$ cat src/kdr_pkg.sv
package kdr_pkg;

  // ---------------------------------------------------------------
  // clock and timing
  // ---------------------------------------------------------------
  localparam int CLOCK_MHZ     = 40;
  localparam int ALE_NS        = 50;   // address latch pulse, least time
  localparam int STROBE_NS     = 150;  // read or write strobe, least time
  localparam int ALE_CYCLES    = (ALE_NS * CLOCK_MHZ + 999) / 1000;
  localparam int STROBE_CYCLES = (STROBE_NS * CLOCK_MHZ + 999) / 1000;
  localparam int CNT_W         = 4;

  // ---------------------------------------------------------------
  // acknowledge codes and reset values
  // ---------------------------------------------------------------
  localparam logic [2:0] ACK_IDLE_CODE = 3'h4;  // cascade channel, still decoded onto ack_n bit 4 by the board decoder
  localparam logic [2:0] CH3_CODE      = 3'h3;
  localparam logic [2:0] CH5_CODE      = 3'h5;
  localparam logic [2:0] CH6_CODE      = 3'h6;
  localparam logic [2:0] CH7_CODE      = 3'h7;
  localparam logic       KBC_EN_RESET  = 1'b1;
  localparam logic       RTC_INT_RESET = 1'b1;

  // ---------------------------------------------------------------
  // synchroniser lanes
  // ---------------------------------------------------------------
  localparam int SYNC_W     = 7;
  localparam int S_KBD_DATA = 0;
  localparam int S_XTAL     = 1;
  localparam int S_PSTROBE  = 2;
  localparam int S_PGOOD    = 3;
  localparam int S_MOUSE    = 4;
  localparam int S_KBC_STR  = 5;
  localparam int S_RTC_STR  = 6;

  // ---------------------------------------------------------------
  // carriers
  // ---------------------------------------------------------------
  typedef struct packed {
    logic       valid;     // a dma channel or 16-bit master holds a grant
    logic       master16;  // grant went to a 16-bit bus master
    logic [2:0] channel;
  } kdr_grant_s;

  typedef struct packed {
    logic data_out;
    logic data_oe;
    logic clock_out;
    logic a20_gate_n;
    logic reset_n;
  } kdr_kbd_s;

  typedef enum logic [1:0] {
    RTC_IDLE,
    RTC_ALE,
    RTC_STROBE,
    RTC_DONE
  } kdr_rtc_state_e;

endpackage
$ cat src/kdr_pin_mux.sv
// Overview of operation
// [RULE1] keyboard controller off: acknowledge code pins carry encoded grant; else idle code
// [RULE2] the code shows the channel granted to a dma device or 16-bit master
// [RULE3] board logic decodes the code into active-low acks for channels 7-5, 3-0
// [RULE4] keyboard data pin is keyboard data or channel 3 ack; clock pin or channel 5
// [RULE5] address-20 gate is gate or channel 6 ack; keyboard reset is reset or channel 7
// [RULE6] crystal pin is internal clock timebase, or interrupt request with external clock
// [RULE7] internal clock: power strobe pin sets the clock control register at power-up
// [RULE8] external clock: read strobe makes the clock drive the peripheral data bus
// [RULE9] internal clock: power-good low isolates the clock from the processor
// [RULE10] external clock: address latch pulse latches address from the peripheral bus
// [RULE11] external clock: write strobe makes the clock store peripheral bus data
// [RULE12] mouse clock pin is mouse clock or general purpose bit zero
// [RULE13] keyboard enable and clock select settings are held and steer every pin; the mouse clock pin follows gpio_select instead
`timescale 1ns/1ps
module kdr_pin_mux
  import kdr_pkg::*;
(
  // clock and reset
  input  wire logic              clock,
  input  wire logic              reset_n,
  // configuration straps
  input  wire logic              kbc_enable_strap,
  input  wire logic              rtc_internal_strap,
  input  wire logic              gpio_select,
  // dma grant and keyboard controller side
  input  wire kdr_pkg::kdr_grant_s grant,
  input  wire kdr_pkg::kdr_kbd_s   kbd,
  output logic                   kbd_data_in,
  // external clock access request
  input  wire logic              rtc_req,
  input  wire logic              rtc_req_write,
  output logic                   rtc_busy,
  output logic                   rtc_done,
  // internal clock core side
  output logic                   rtc_timebase,
  output logic                   rtc_power_strobe_n,
  output logic                   rtc_isolate,
  output logic                   clock_chip_irq_in,
  // mouse and general purpose side
  input  wire logic              mouse_clock_out,
  input  wire logic              mouse_clock_oe,
  input  wire logic              general_io_bit_zero_out,
  input  wire logic              general_io_bit_zero_oe,
  output logic                   mouse_clock_in,
  output logic                   general_io_bit_zero_in,
  // shared pins
  output logic [2:0]             dma_ack_code,
  input  wire logic              keyboard_data_pin_in,
  output logic                   keyboard_data_pin_out,
  output logic                   keyboard_data_pin_oe,
  output logic                   keyboard_clock_pin,
  output logic                   address_bit20_gate_n,
  output logic                   keyboard_reset_out_n,
  input  wire logic              rtc_crystal_in,
  output logic                   rtc_crystal_out,
  input  wire logic              power_strobe_in,
  output logic                   rtc_read_strobe,
  output logic                   rtc_read_strobe_oe,
  input  wire logic              power_good_in,
  output logic                   rtc_addr_latch,
  output logic                   rtc_addr_latch_oe,
  input  wire logic              mouse_clock_pin_in,
  output logic                   mouse_clock_pin_out,
  output logic                   mouse_clock_pin_oe
);
  import kdr_pkg::*;

  // ---------------------------------------------------------------
  // input synchronisers
  // ---------------------------------------------------------------
  logic [SYNC_W-1:0] sync_raw;
  logic [SYNC_W-1:0] sync_meta_reg;
  logic [SYNC_W-1:0] sync_reg;

  assign sync_raw = {rtc_internal_strap, kbc_enable_strap, mouse_clock_pin_in,
                     power_good_in, power_strobe_in, rtc_crystal_in, keyboard_data_pin_in};

  // two stages for every pin input
  always_ff @(posedge clock or negedge reset_n)
  begin
    if (!reset_n)
    begin
      sync_meta_reg <= '0;
      sync_reg      <= '0;
    end
    else
    begin
      sync_meta_reg <= sync_raw;
      sync_reg      <= sync_meta_reg;
    end
  end

  // ---------------------------------------------------------------
  // configuration capture
  // ---------------------------------------------------------------
  logic [1:0] start_cnt_reg;
  logic       cfg_done_reg;
  logic       kbc_en_reg;
  logic       rtc_int_reg;
  logic       cfg_take;

  // straps are taken once the synchroniser has filled after release
  assign cfg_take = !cfg_done_reg && (start_cnt_reg == 2'h2);

  // settings held for the life of the reset
  always_ff @(posedge clock or negedge reset_n)
  begin
    if (!reset_n)
    begin
      start_cnt_reg <= '0;
      cfg_done_reg  <= 1'b0;
      kbc_en_reg    <= KBC_EN_RESET;
      rtc_int_reg   <= RTC_INT_RESET;
    end
    else
    begin
      if (!cfg_done_reg)
        start_cnt_reg <= start_cnt_reg + 2'h1;
      if (cfg_take)
      begin
        cfg_done_reg <= 1'b1;
        kbc_en_reg   <= sync_reg[S_KBC_STR];  // see [RULE13]
        rtc_int_reg  <= sync_reg[S_RTC_STR];  // see [RULE13]
      end
    end
  end

  // ---------------------------------------------------------------
  // dma acknowledge and keyboard pin selection
  // ---------------------------------------------------------------
  logic       dma_mode;
  logic [2:0] ack_code_next;
  logic       ack3_n;
  logic       ack5_n;
  logic       ack6_n;
  logic       ack7_n;

  assign dma_mode      = cfg_done_reg && !kbc_en_reg;
  assign ack_code_next = (dma_mode && grant.valid) ? grant.channel
                                                   : ACK_IDLE_CODE;  // see [RULE1] [RULE2]
  assign ack3_n = !(grant.valid && grant.channel == CH3_CODE);
  assign ack5_n = !(grant.valid && grant.channel == CH5_CODE);
  assign ack6_n = !(grant.valid && grant.channel == CH6_CODE);
  assign ack7_n = !(grant.valid && grant.channel == CH7_CODE);

  // registered keyboard and acknowledge pins
  always_ff @(posedge clock or negedge reset_n)
  begin
    if (!reset_n)
    begin
      dma_ack_code          <= ACK_IDLE_CODE;
      keyboard_data_pin_out <= 1'b1;
      keyboard_data_pin_oe  <= 1'b0;
      keyboard_clock_pin    <= 1'b1;
      address_bit20_gate_n  <= 1'b1;
      keyboard_reset_out_n  <= 1'b1;
      kbd_data_in           <= 1'b1;
    end
    else
    begin
      dma_ack_code          <= ack_code_next;                              // see [RULE1]
      keyboard_data_pin_out <= dma_mode ? ack3_n : kbd.data_out;           // see [RULE4]
      keyboard_data_pin_oe  <= dma_mode ? 1'b1 : kbd.data_oe;              // see [RULE4]
      keyboard_clock_pin    <= dma_mode ? ack5_n : kbd.clock_out;          // see [RULE4]
      address_bit20_gate_n  <= dma_mode ? ack6_n : kbd.a20_gate_n;         // see [RULE5]
      keyboard_reset_out_n  <= dma_mode ? ack7_n : kbd.reset_n;            // see [RULE5]
      kbd_data_in           <= dma_mode ? 1'b1 : sync_reg[S_KBD_DATA];
    end
  end

  // ---------------------------------------------------------------
  // external clock access sequencer
  // ---------------------------------------------------------------
  kdr_rtc_state_e   state_reg;
  kdr_rtc_state_e   state_next;
  logic [CNT_W-1:0] cnt_reg;
  logic [CNT_W-1:0] cnt_next;
  logic             write_reg;
  logic             ext_mode;
  logic             req_take;

  assign ext_mode = cfg_done_reg && !rtc_int_reg;
  assign req_take = (state_reg == RTC_IDLE) && ext_mode && rtc_req;

  // latch pulse, then one strobe, then a done cycle
  always_comb
  begin
    state_next = state_reg;
    cnt_next   = cnt_reg;
    case (state_reg)
      RTC_IDLE:
        if (req_take)
        begin
          state_next = RTC_ALE;
          cnt_next   = CNT_W'(ALE_CYCLES - 1);
        end
      RTC_ALE:
        if (cnt_reg == '0)
        begin
          state_next = RTC_STROBE;
          cnt_next   = CNT_W'(STROBE_CYCLES - 1);
        end
        else
          cnt_next = cnt_reg - CNT_W'(1);
      RTC_STROBE:
        if (cnt_reg == '0)
          state_next = RTC_DONE;
        else
          cnt_next = cnt_reg - CNT_W'(1);
      RTC_DONE:
        state_next = RTC_IDLE;
      default:
        state_next = RTC_IDLE;
    endcase
  end

  // sequencer state
  always_ff @(posedge clock or negedge reset_n)
  begin
    if (!reset_n)
    begin
      state_reg <= RTC_IDLE;
      cnt_reg   <= '0;
      write_reg <= 1'b0;
    end
    else
    begin
      state_reg <= state_next;
      cnt_reg   <= cnt_next;
      if (req_take)
        write_reg <= rtc_req_write;
    end
  end

  // ---------------------------------------------------------------
  // clock pins and mouse pin
  // ---------------------------------------------------------------
  logic ale_next;
  logic rd_next;
  logic wr_next;

  assign ale_next = ext_mode && (state_next == RTC_ALE);                   // see [RULE10]
  assign rd_next  = ext_mode && (state_next == RTC_STROBE) && !write_reg;  // see [RULE8]
  assign wr_next  = ext_mode && (state_next == RTC_STROBE) && write_reg;   // see [RULE11]

  // registered clock-side and mouse-side pins
  always_ff @(posedge clock or negedge reset_n)
  begin
    if (!reset_n)
    begin
      rtc_addr_latch      <= 1'b0;
      rtc_addr_latch_oe   <= 1'b0;
      rtc_read_strobe     <= 1'b0;
      rtc_read_strobe_oe  <= 1'b0;
      rtc_crystal_out     <= 1'b0;
      rtc_busy            <= 1'b0;
      rtc_done            <= 1'b0;
      rtc_timebase        <= 1'b0;
      rtc_power_strobe_n  <= 1'b1;
      rtc_isolate         <= 1'b1;
      clock_chip_irq_in   <= 1'b0;
      mouse_clock_pin_out <= 1'b1;
      mouse_clock_pin_oe  <= 1'b0;
      mouse_clock_in      <= 1'b1;
      general_io_bit_zero_in <= 1'b0;
    end
    else
    begin
      rtc_addr_latch      <= ale_next;
      rtc_addr_latch_oe   <= ext_mode;
      rtc_read_strobe     <= rd_next;
      rtc_read_strobe_oe  <= ext_mode;
      rtc_crystal_out     <= wr_next;
      rtc_busy            <= state_next != RTC_IDLE;
      rtc_done            <= state_next == RTC_DONE;
      rtc_timebase        <= rtc_int_reg && sync_reg[S_XTAL];              // see [RULE6]
      clock_chip_irq_in   <= ext_mode && !sync_reg[S_XTAL];                // see [RULE6]
      rtc_power_strobe_n  <= ext_mode || sync_reg[S_PSTROBE];              // see [RULE7]
      rtc_isolate         <= ext_mode || !sync_reg[S_PGOOD];               // see [RULE9]
      mouse_clock_pin_out <= gpio_select ? general_io_bit_zero_out : mouse_clock_out;
      mouse_clock_pin_oe  <= gpio_select ? general_io_bit_zero_oe : mouse_clock_oe; // see [RULE12]
      mouse_clock_in      <= gpio_select ? 1'b1 : sync_reg[S_MOUSE];
      general_io_bit_zero_in <= gpio_select && sync_reg[S_MOUSE];
    end
  end

  // ---------------------------------------------------------------
  // assertions
  // ---------------------------------------------------------------
  property p_ack_code;
    @(posedge clock) disable iff (!reset_n)
    (dma_mode && grant.valid) |=> (dma_ack_code == $past(grant.channel));
  endproperty
  a_ack_code: assert property (p_ack_code) else $error("ack code not the grant"); // see [RULE2]

  property p_ack_idle;
    @(posedge clock) disable iff (!reset_n)
    kbc_en_reg |=> (dma_ack_code == ACK_IDLE_CODE);
  endproperty
  a_ack_idle: assert property (p_ack_idle) else $error("code not idle"); // see [RULE1]

  property p_kbd_ch3;
    @(posedge clock) disable iff (!reset_n)
    (dma_mode && grant.valid && grant.channel == CH3_CODE)
      |=> (!keyboard_data_pin_out && keyboard_data_pin_oe);
  endproperty
  a_kbd_ch3: assert property (p_kbd_ch3) else $error("no channel 3 ack"); // see [RULE4]

  property p_a20_pass;
    @(posedge clock) disable iff (!reset_n)
    (cfg_done_reg && kbc_en_reg) |=> (address_bit20_gate_n == $past(kbd.a20_gate_n));
  endproperty
  a_a20_pass: assert property (p_a20_pass) else $error("gate not passed"); // see [RULE5]

  property p_read_seq;
    @(posedge clock) disable iff (!reset_n)
    (req_take && !rtc_req_write) |=> rtc_addr_latch[*2] ##1 rtc_read_strobe[*6]
      ##1 (!rtc_read_strobe && rtc_done);
  endproperty
  a_read_seq: assert property (p_read_seq) else $error("read sequence wrong"); // see [RULE8]

  property p_write_seq;
    @(posedge clock) disable iff (!reset_n)
    (req_take && rtc_req_write) |=> ##2 (rtc_crystal_out && !rtc_read_strobe)[*6]
      ##1 !rtc_crystal_out;
  endproperty
  a_write_seq: assert property (p_write_seq) else $error("write sequence wrong"); // see [RULE11]

  property p_ale_single;
    @(posedge clock) disable iff (!reset_n)
    $rose(rtc_addr_latch) |=> rtc_addr_latch ##1 !rtc_addr_latch;
  endproperty
  a_ale_single: assert property (p_ale_single) else $error("latch pulse length"); // see [RULE10]

  property p_int_clock;
    @(posedge clock) disable iff (!reset_n)
    (cfg_done_reg && rtc_int_reg)
      |=> (!rtc_addr_latch_oe && !rtc_read_strobe_oe && !clock_chip_irq_in);
  endproperty
  a_int_clock: assert property (p_int_clock) else $error("clock pins driven"); // see [RULE6]

  property p_isolate;
    @(posedge clock) disable iff (!reset_n)
    (cfg_done_reg && rtc_int_reg && !sync_reg[S_PGOOD]) |=> rtc_isolate;
  endproperty
  a_isolate: assert property (p_isolate) else $error("clock not isolated"); // see [RULE9]

  // only once out of reset: on the release edge the pin flops still sit in reset
  property p_gpio;
    @(posedge clock) disable iff (!reset_n)
    (cfg_done_reg && gpio_select) |=> (mouse_clock_pin_oe == $past(general_io_bit_zero_oe));
  endproperty
  a_gpio: assert property (p_gpio) else $error("gpio enable not passed"); // see [RULE12]

endmodule

$ cat config.mk
export PLATFORM = sky130hd
export DESIGN_NAME = kdr_pin_mux
export DESIGN_NICKNAME = d
export VERILOG_FILES = /design/src/kdr_pkg.sv /design/src/kdr_pin_mux.sv
export SDC_FILE = /design/constraint.sdc
export NUM_CORES = 1
export LEC_CHECK = 0
export BUFFER_PORTS_ARGS = -buffer_cell sky130_fd_sc_hd__buf_4
export CELL_PAD_IN_SITES_DETAIL_PLACEMENT = 0
export CELL_PAD_IN_SITES_GLOBAL_PLACEMENT = 1
export CORE_ASPECT_RATIO = 0.75
export CORE_MARGIN = 2
export CORE_UTILIZATION = 30
export CTS_CLUSTER_DIAMETER = 80
export DETAILED_ROUTE_END_ITERATION = 6
export PLACE_DENSITY = 0.64
export SYNTH_ARGS = -nofsm -noshare
export SYNTH_HDL_FRONTEND = slang
export SYNTH_SLANG_ARGS = --single-unit
$ cat constraint.sdc
create_clock -name clock -period 3.2 [get_ports clock]
set_input_delay 0.64 -clock clock [delete_from_list [all_inputs] [get_ports clock]]
set_output_delay 0.64 -clock clock [all_outputs]
set_load 0.03 [all_outputs]
# Word level (Yosys, flattened, before mapping)
# Cells that the tools add are included.
# totals
ff_bits,49
inputBits,26
out_inout_bits,24
wordCells,97
# classes
n_addsub,2
eq_ne,13
n_mux,18
reduce_logical,34
# ops
op,count
$logic_and A1 B1 Y1,17
$mux W4,3
$pmux W4 S3,1
$eq A2 B2 Y1 const B,5
$logic_not A1 Y1,10
$eq A3 B3 Y1 const B,3
$mux W1,9
$pmux W2 S4,1
$mux W2,3
$eq A2 B1 Y1 const B,2
$logic_not A4 Y1,1
$ne A2 B2 Y1 const B,2
$sub A4 B1 Y4 const B,1
$eq A3 B2 Y1 const B,1
$mux W3,1
$reduce_and A3 Y1,1
$reduce_bool A3 Y1,1
$add A2 B1 Y2 const B,1
$logic_not A2 Y1,1
$logic_or A1 B1 Y1,2
$reduce_bool A2 Y1,1

# Longest topological paths before layout
# depth
word_depth,9
depth_mapped,7
ltp_nobuf,7

# Least setup slack after synthesis
# No wires, ideal clock.
# synth_path
path_kind,reg2reg
start,reg cnt_reg[0]
end,reg rtc_addr_latch
setup_ns,0.120
arrival_ns,1.519
t_required_ns,3.080
slack_ns,1.561
path_stages_with_launch,8
n_path_buf,0
period_less_slack_ns,1.639
path_cell_list,dfrtp_1 > inv_1 > ha_1 > or3b_4 > a211oi_2 > a21o_2 > inv_2 > and3_1
# synth_between
elab_chain_len,5
elab_cells_between_ends,6
cone_classes,eq/ne: 1; mux: 3; reduce/logical: 2
# synth_rtl
element,line_no,text
start: declaration,kdr_pin_mux.sv:177,logic [CNT_W-1:0] cnt_reg;
start signal: assignment,kdr_pin_mux.sv:230,cnt_reg <= cnt_next;
$logic_not A4 Y1 (*),"kdr_pin_mux.sv:199, kdr_pin_mux.sv:207",
$mux W2 (on tied branches),"kdr_pin_mux.sv:207, kdr_pin_mux.sv:199",
$pmux W2 S4 (*),kdr_pin_mux.sv:191,case (state_reg)
net state_next[0],kdr_pin_mux.sv:176,kdr_rtc_state_e state_next;
$eq A2 B1 Y1 (*),kdr_pin_mux.sv:243,assign ale_next = ext_mode && (state_next == RTC_ALE);
$logic_and A1 B1 Y1 (*),kdr_pin_mux.sv:243,
net ale_next,kdr_pin_mux.sv:239,logic ale_next;
end signal: assignment,kdr_pin_mux.sv:270,rtc_addr_latch <= ale_next;
end: declaration,kdr_pin_mux.sv:61,"output logic rtc_addr_latch,"
# Mark *: on every way through the listed nets, which the timed path passes. The rest lies on a longest branch.
# A chain may end at the register's enable or synchronous reset.

# Worst setup path after layout
# layout_path
start,reg state_reg[0]
end,reg rtc_addr_latch
# layout_between
elab_chain_len,7
elab_cells_between_ends,12
cone_classes,eq/ne: 4; mux: 4; reduce/logical: 4
# layout_rtl
element,line_no,text
start: declaration,kdr_pin_mux.sv:175,kdr_rtc_state_e state_reg;
start signal: assignment,kdr_pin_mux.sv:229,state_reg <= state_next;
$logic_not A2 Y1,"kdr_pin_mux.sv:184, kdr_pin_mux.sv:191",
$logic_and A1 B1 Y1 (2 in a row),kdr_pin_mux.sv:184,assign req_take = (state_reg == RTC_IDLE) && ext_mode && rtc_req;
$mux W2,kdr_pin_mux.sv:193,if (req_take)
$pmux W2 S4 (*),kdr_pin_mux.sv:191,
$eq A2 B1 Y1 (*),kdr_pin_mux.sv:243,
$logic_and A1 B1 Y1 (*),kdr_pin_mux.sv:243,
net ale_next,kdr_pin_mux.sv:239,
# Marked as above.

==> results by group <==
Detailed routing
  • Via-per-instance ratio: ~4.4
  • Drt initial violations: 39
  • # DRC: 0
  • Total Wirelength: about 3.4 mm
  • Antenna Violating Nets Remaining: 0
  • Via count: around 1200
  • Routed WL per cell: between 10 and 15 µm
  • DR pass1 iterations: 4

Synth
  • Synth Register Bits: 49
  • Synth area leader: dfrtp_1
  • FFs w/ async S/R, synth: 1.000
  • Post-Syn Area: ~0.0018 mm²
  • Post-synth EDFFs: 0
  • Yosys warnings: 0
  • Unique masters post-synth: 37
  • Syn Inst Count: about 140
  • Synthesized Nets: between 150 and 200
  • Post-synth top area share: 0.5058
  • Register area share after synthesis: 0.6781
  • Area contributors post-synth: dfrtp_1 (51%), dfstp_2 (17%), ha_1 (4.8%)
  • Primary FF master, synth: dfrtp_1
  • Syn_area_per_cell: 13.36 µm²

Power
  • P_leak: approximately 1.2 nW
  • Comb pwr share: 0.304
  • Internal: 1.189 mW
  • Pwr per Cell Area: 734.7 mW/mm²
  • Clock share of power: 0.268
  • Part of the power in registers: 0.429
  • P_sw: roughly 0.57 mW
  • Maximum VDD drop: 0.2397 mV
  • Sw Ratio: 0.3257

Clock tree
  • Post-cts resize count: 0
  • Reg clk slew, reported paths: about 0.090 ns
  • TritonCTS clock tree: done
  • Htree depth: 2
  • Clock Root Buffer: clkbuf_8
  • Sink Count: 49
  • Setup bufs post-CTS: 0
  • Clock buffer depth: 2
  • Clock insertion delay at the later pin of the skew report: 0.30 ns
  • CTS Buf Count: 5
  • # hold bufs at CTS: 0

Global route
  • Initial antenna violation count: 0
  • Total grt overflow: 0
  • GRT Total Usage: 0.1135
  • First-pass GRT wire length: about 6 mm
  • Largest net degree at the start of global routing: 50
  • Vias in the first global route: 1314

Finish
  • Layout Area Growth over Synthesis: 31.10%
  • NumNets Final: around 220
  • Final-layout fill cell count: ~580
  • Fraction of layout cells with a size suffix above 1: 0.4346
  • Most frequent cells in the layout: buf_4 (48), dfrtp_1 (37), inv_1 (13)
  • Leading cell type in the layout, fill and taps excluded: buf_4
  • Antenna fix cells: 0

Floorplanning
  • Starting density of the core: 0.3126
  • Die Y: slightly above 70 µm
  • Die area: ~0.0067 mm²
  • Num rows: 24
  • Top Ports: 50
  • Core ar.: 0.005856 mm²
  • Die Wd: approximately 94 µm

Run status
  • Status: completed

Critical path
  • WP data arrival: 2.13 ns
  • Critical-path cell list: inv_1 -> ha_1 -> nor4b_1 -> a211o_1 -> o311ai_1 -> and3_1
  • Crit-path max FO: 6
  • Reg2reg path depth: 6
  • Kind of critical path: register to register
  • Worst setup EP type: register
  • CP startpoint kind: register
  • Critical path data required time: ~3.4 ns
  • Slowest-stage cell, CP: dfrtp_1
  • Max incr delay on CP: roughly 0.40 ns

STA
  • Least-Margin Pin Slew: about 0.81 ns
  • Relative slew slack: 0.4546
  • Sum of negative setup slack: 0 ns
  • Hold violation count in the final report: 0
  • RSZ-0062 raised after global routing: no
  • Post-route minimum period: 1.930 ns
  • Final Cycle Share: 0.6032
  • Worst Skew: around 0.0094 ns
  • Slew Limit Fails: 0
  • Fmax: approximately 0.52 GHz
  • Final setup violation count: 0
  • Hold Slack: about 0.34 ns

Min path
  • Worst Hold Class: primary input to asynchronous set/reset pin

Placed design
  • Gp weighted congestion: just under 0.7
  • Port bufs: 48
  • Hpwl dp: 2.469 mm

Run
  • Maxcap violations: 0
==> critical path, delay by kind of cell, from the launching register on <==
kind,cells,cell delay (ns)
adders and majority gates,1,0.26
buffers and inverters,1,0.11
DFF,1,0.40
AOI/OAI and AO/OA,2,0.40
and+or+nand+nor,2,0.66
==> metal layers <==
| layer | global-route usage | vias up | share of wire |
|---|---|---|---|
| met1 | 0.1491 | 574 | 0.43 |
| met5 | 0 | - | 0 |
| met3 | 0.04732 | 5 | 0.083 |
| met2 | 0.1778 | 41 | 0.48 |
| met4 | 0.02415 | 0 | 0.0080 |
| li1 | - | 560 | - |
==> synthesized netlist by cell type, types with 2 or more instances <==
cell	n
and2_1	2
or2b_1	2
o32a_1	2
or2_2	4
a211o_1	3
dfrtp_1	37
mux2_2	5
nand2_1	5
inv_1	13
nor3_1	3
nor2_1	9
o21ai_0	7
dfstp_2	12
and3_1	2
ha_1	7
a21oi_1	3
==> final cells by class <==
class / count / area (µm²) / area share
Sequential cell: 49 / 1241 / 0.5172
Multi-Input combinational cell: 72 / 524.3 / 0.2185
Timing Repair Buffer: 48 / 360.3 / 0.1502
Tap cell: 78 / 97.59 / 0.04067
Clock buffer: 6 / 82.58 / 0.03441
Inverter: 14 / 52.55 / 0.02190
Clock inverter: 2 / 41.29 / 0.01721
==> power by group through the flow <==
stage               Sequential (mW)  Clock (mW)  Combinational [mW]
detailed placement            0.767           0               0.538
CTS                           0.756       0.488               0.540
global placement              0.762           0               0.519
global route                  0.768       0.522               0.602
finish                        0.756       0.472               0.535
floorplan                     0.832           0               0.298
==> metrics by stage <==
step | setup WS, ns | utilization | cell area [µm²] | std cells | power, mW
final | 1.270 | 0.4098 | 2400 | 269 | 1.763
after global routing | 1.088 | 0.4098 | 2400 | 269 | 1.891
after CTS | 1.308 | 0.4098 | 2400 | 269 | 1.783
after detailed placement | 1.330 | 0.3887 | 2276 | 261 | 1.305
after global placement | 1.395 | 0.3887 | 2276 | 261 | 1.281
after floorplan | 1.561 | - | 1831 | 137 | 1.130
==> logic make-up after synthesis <==
| group | synth area share |
|---|---|
| xor+xnor | 0.004786 |
| buf+inv | 0.03554 |
| fa+ha+maj | 0.04784 |
| compound gates | 0.08476 |
| mux | 0.03076 |
| flops | 0.6781 |
| simple gates | 0.1182 |
==> final timing paths <==
check	startpoint	end	slack, ns
max	state_reg[0]$_DFF_PN0_	rtc_addr_latch$_DFF_PN0_	1.27
min	reset_n	state_reg[0]$_DFF_PN0_	0.34
max reg2reg	state_reg[0]$_DFF_PN0_	rtc_addr_latch$_DFF_PN0_	1.27
min reg2reg	sync_meta_reg[3]$_DFF_PN0_	sync_reg[3]$_DFF_PN0_	0.35
max in group asynchronous	reset_n	sync_meta_reg[6]$_DFF_PN0_	2.46
min in group clock	sync_meta_reg[3]$_DFF_PN0_	sync_reg[3]$_DFF_PN0_	0.35
No activity file was read; power rests on OpenSTA's default activity.
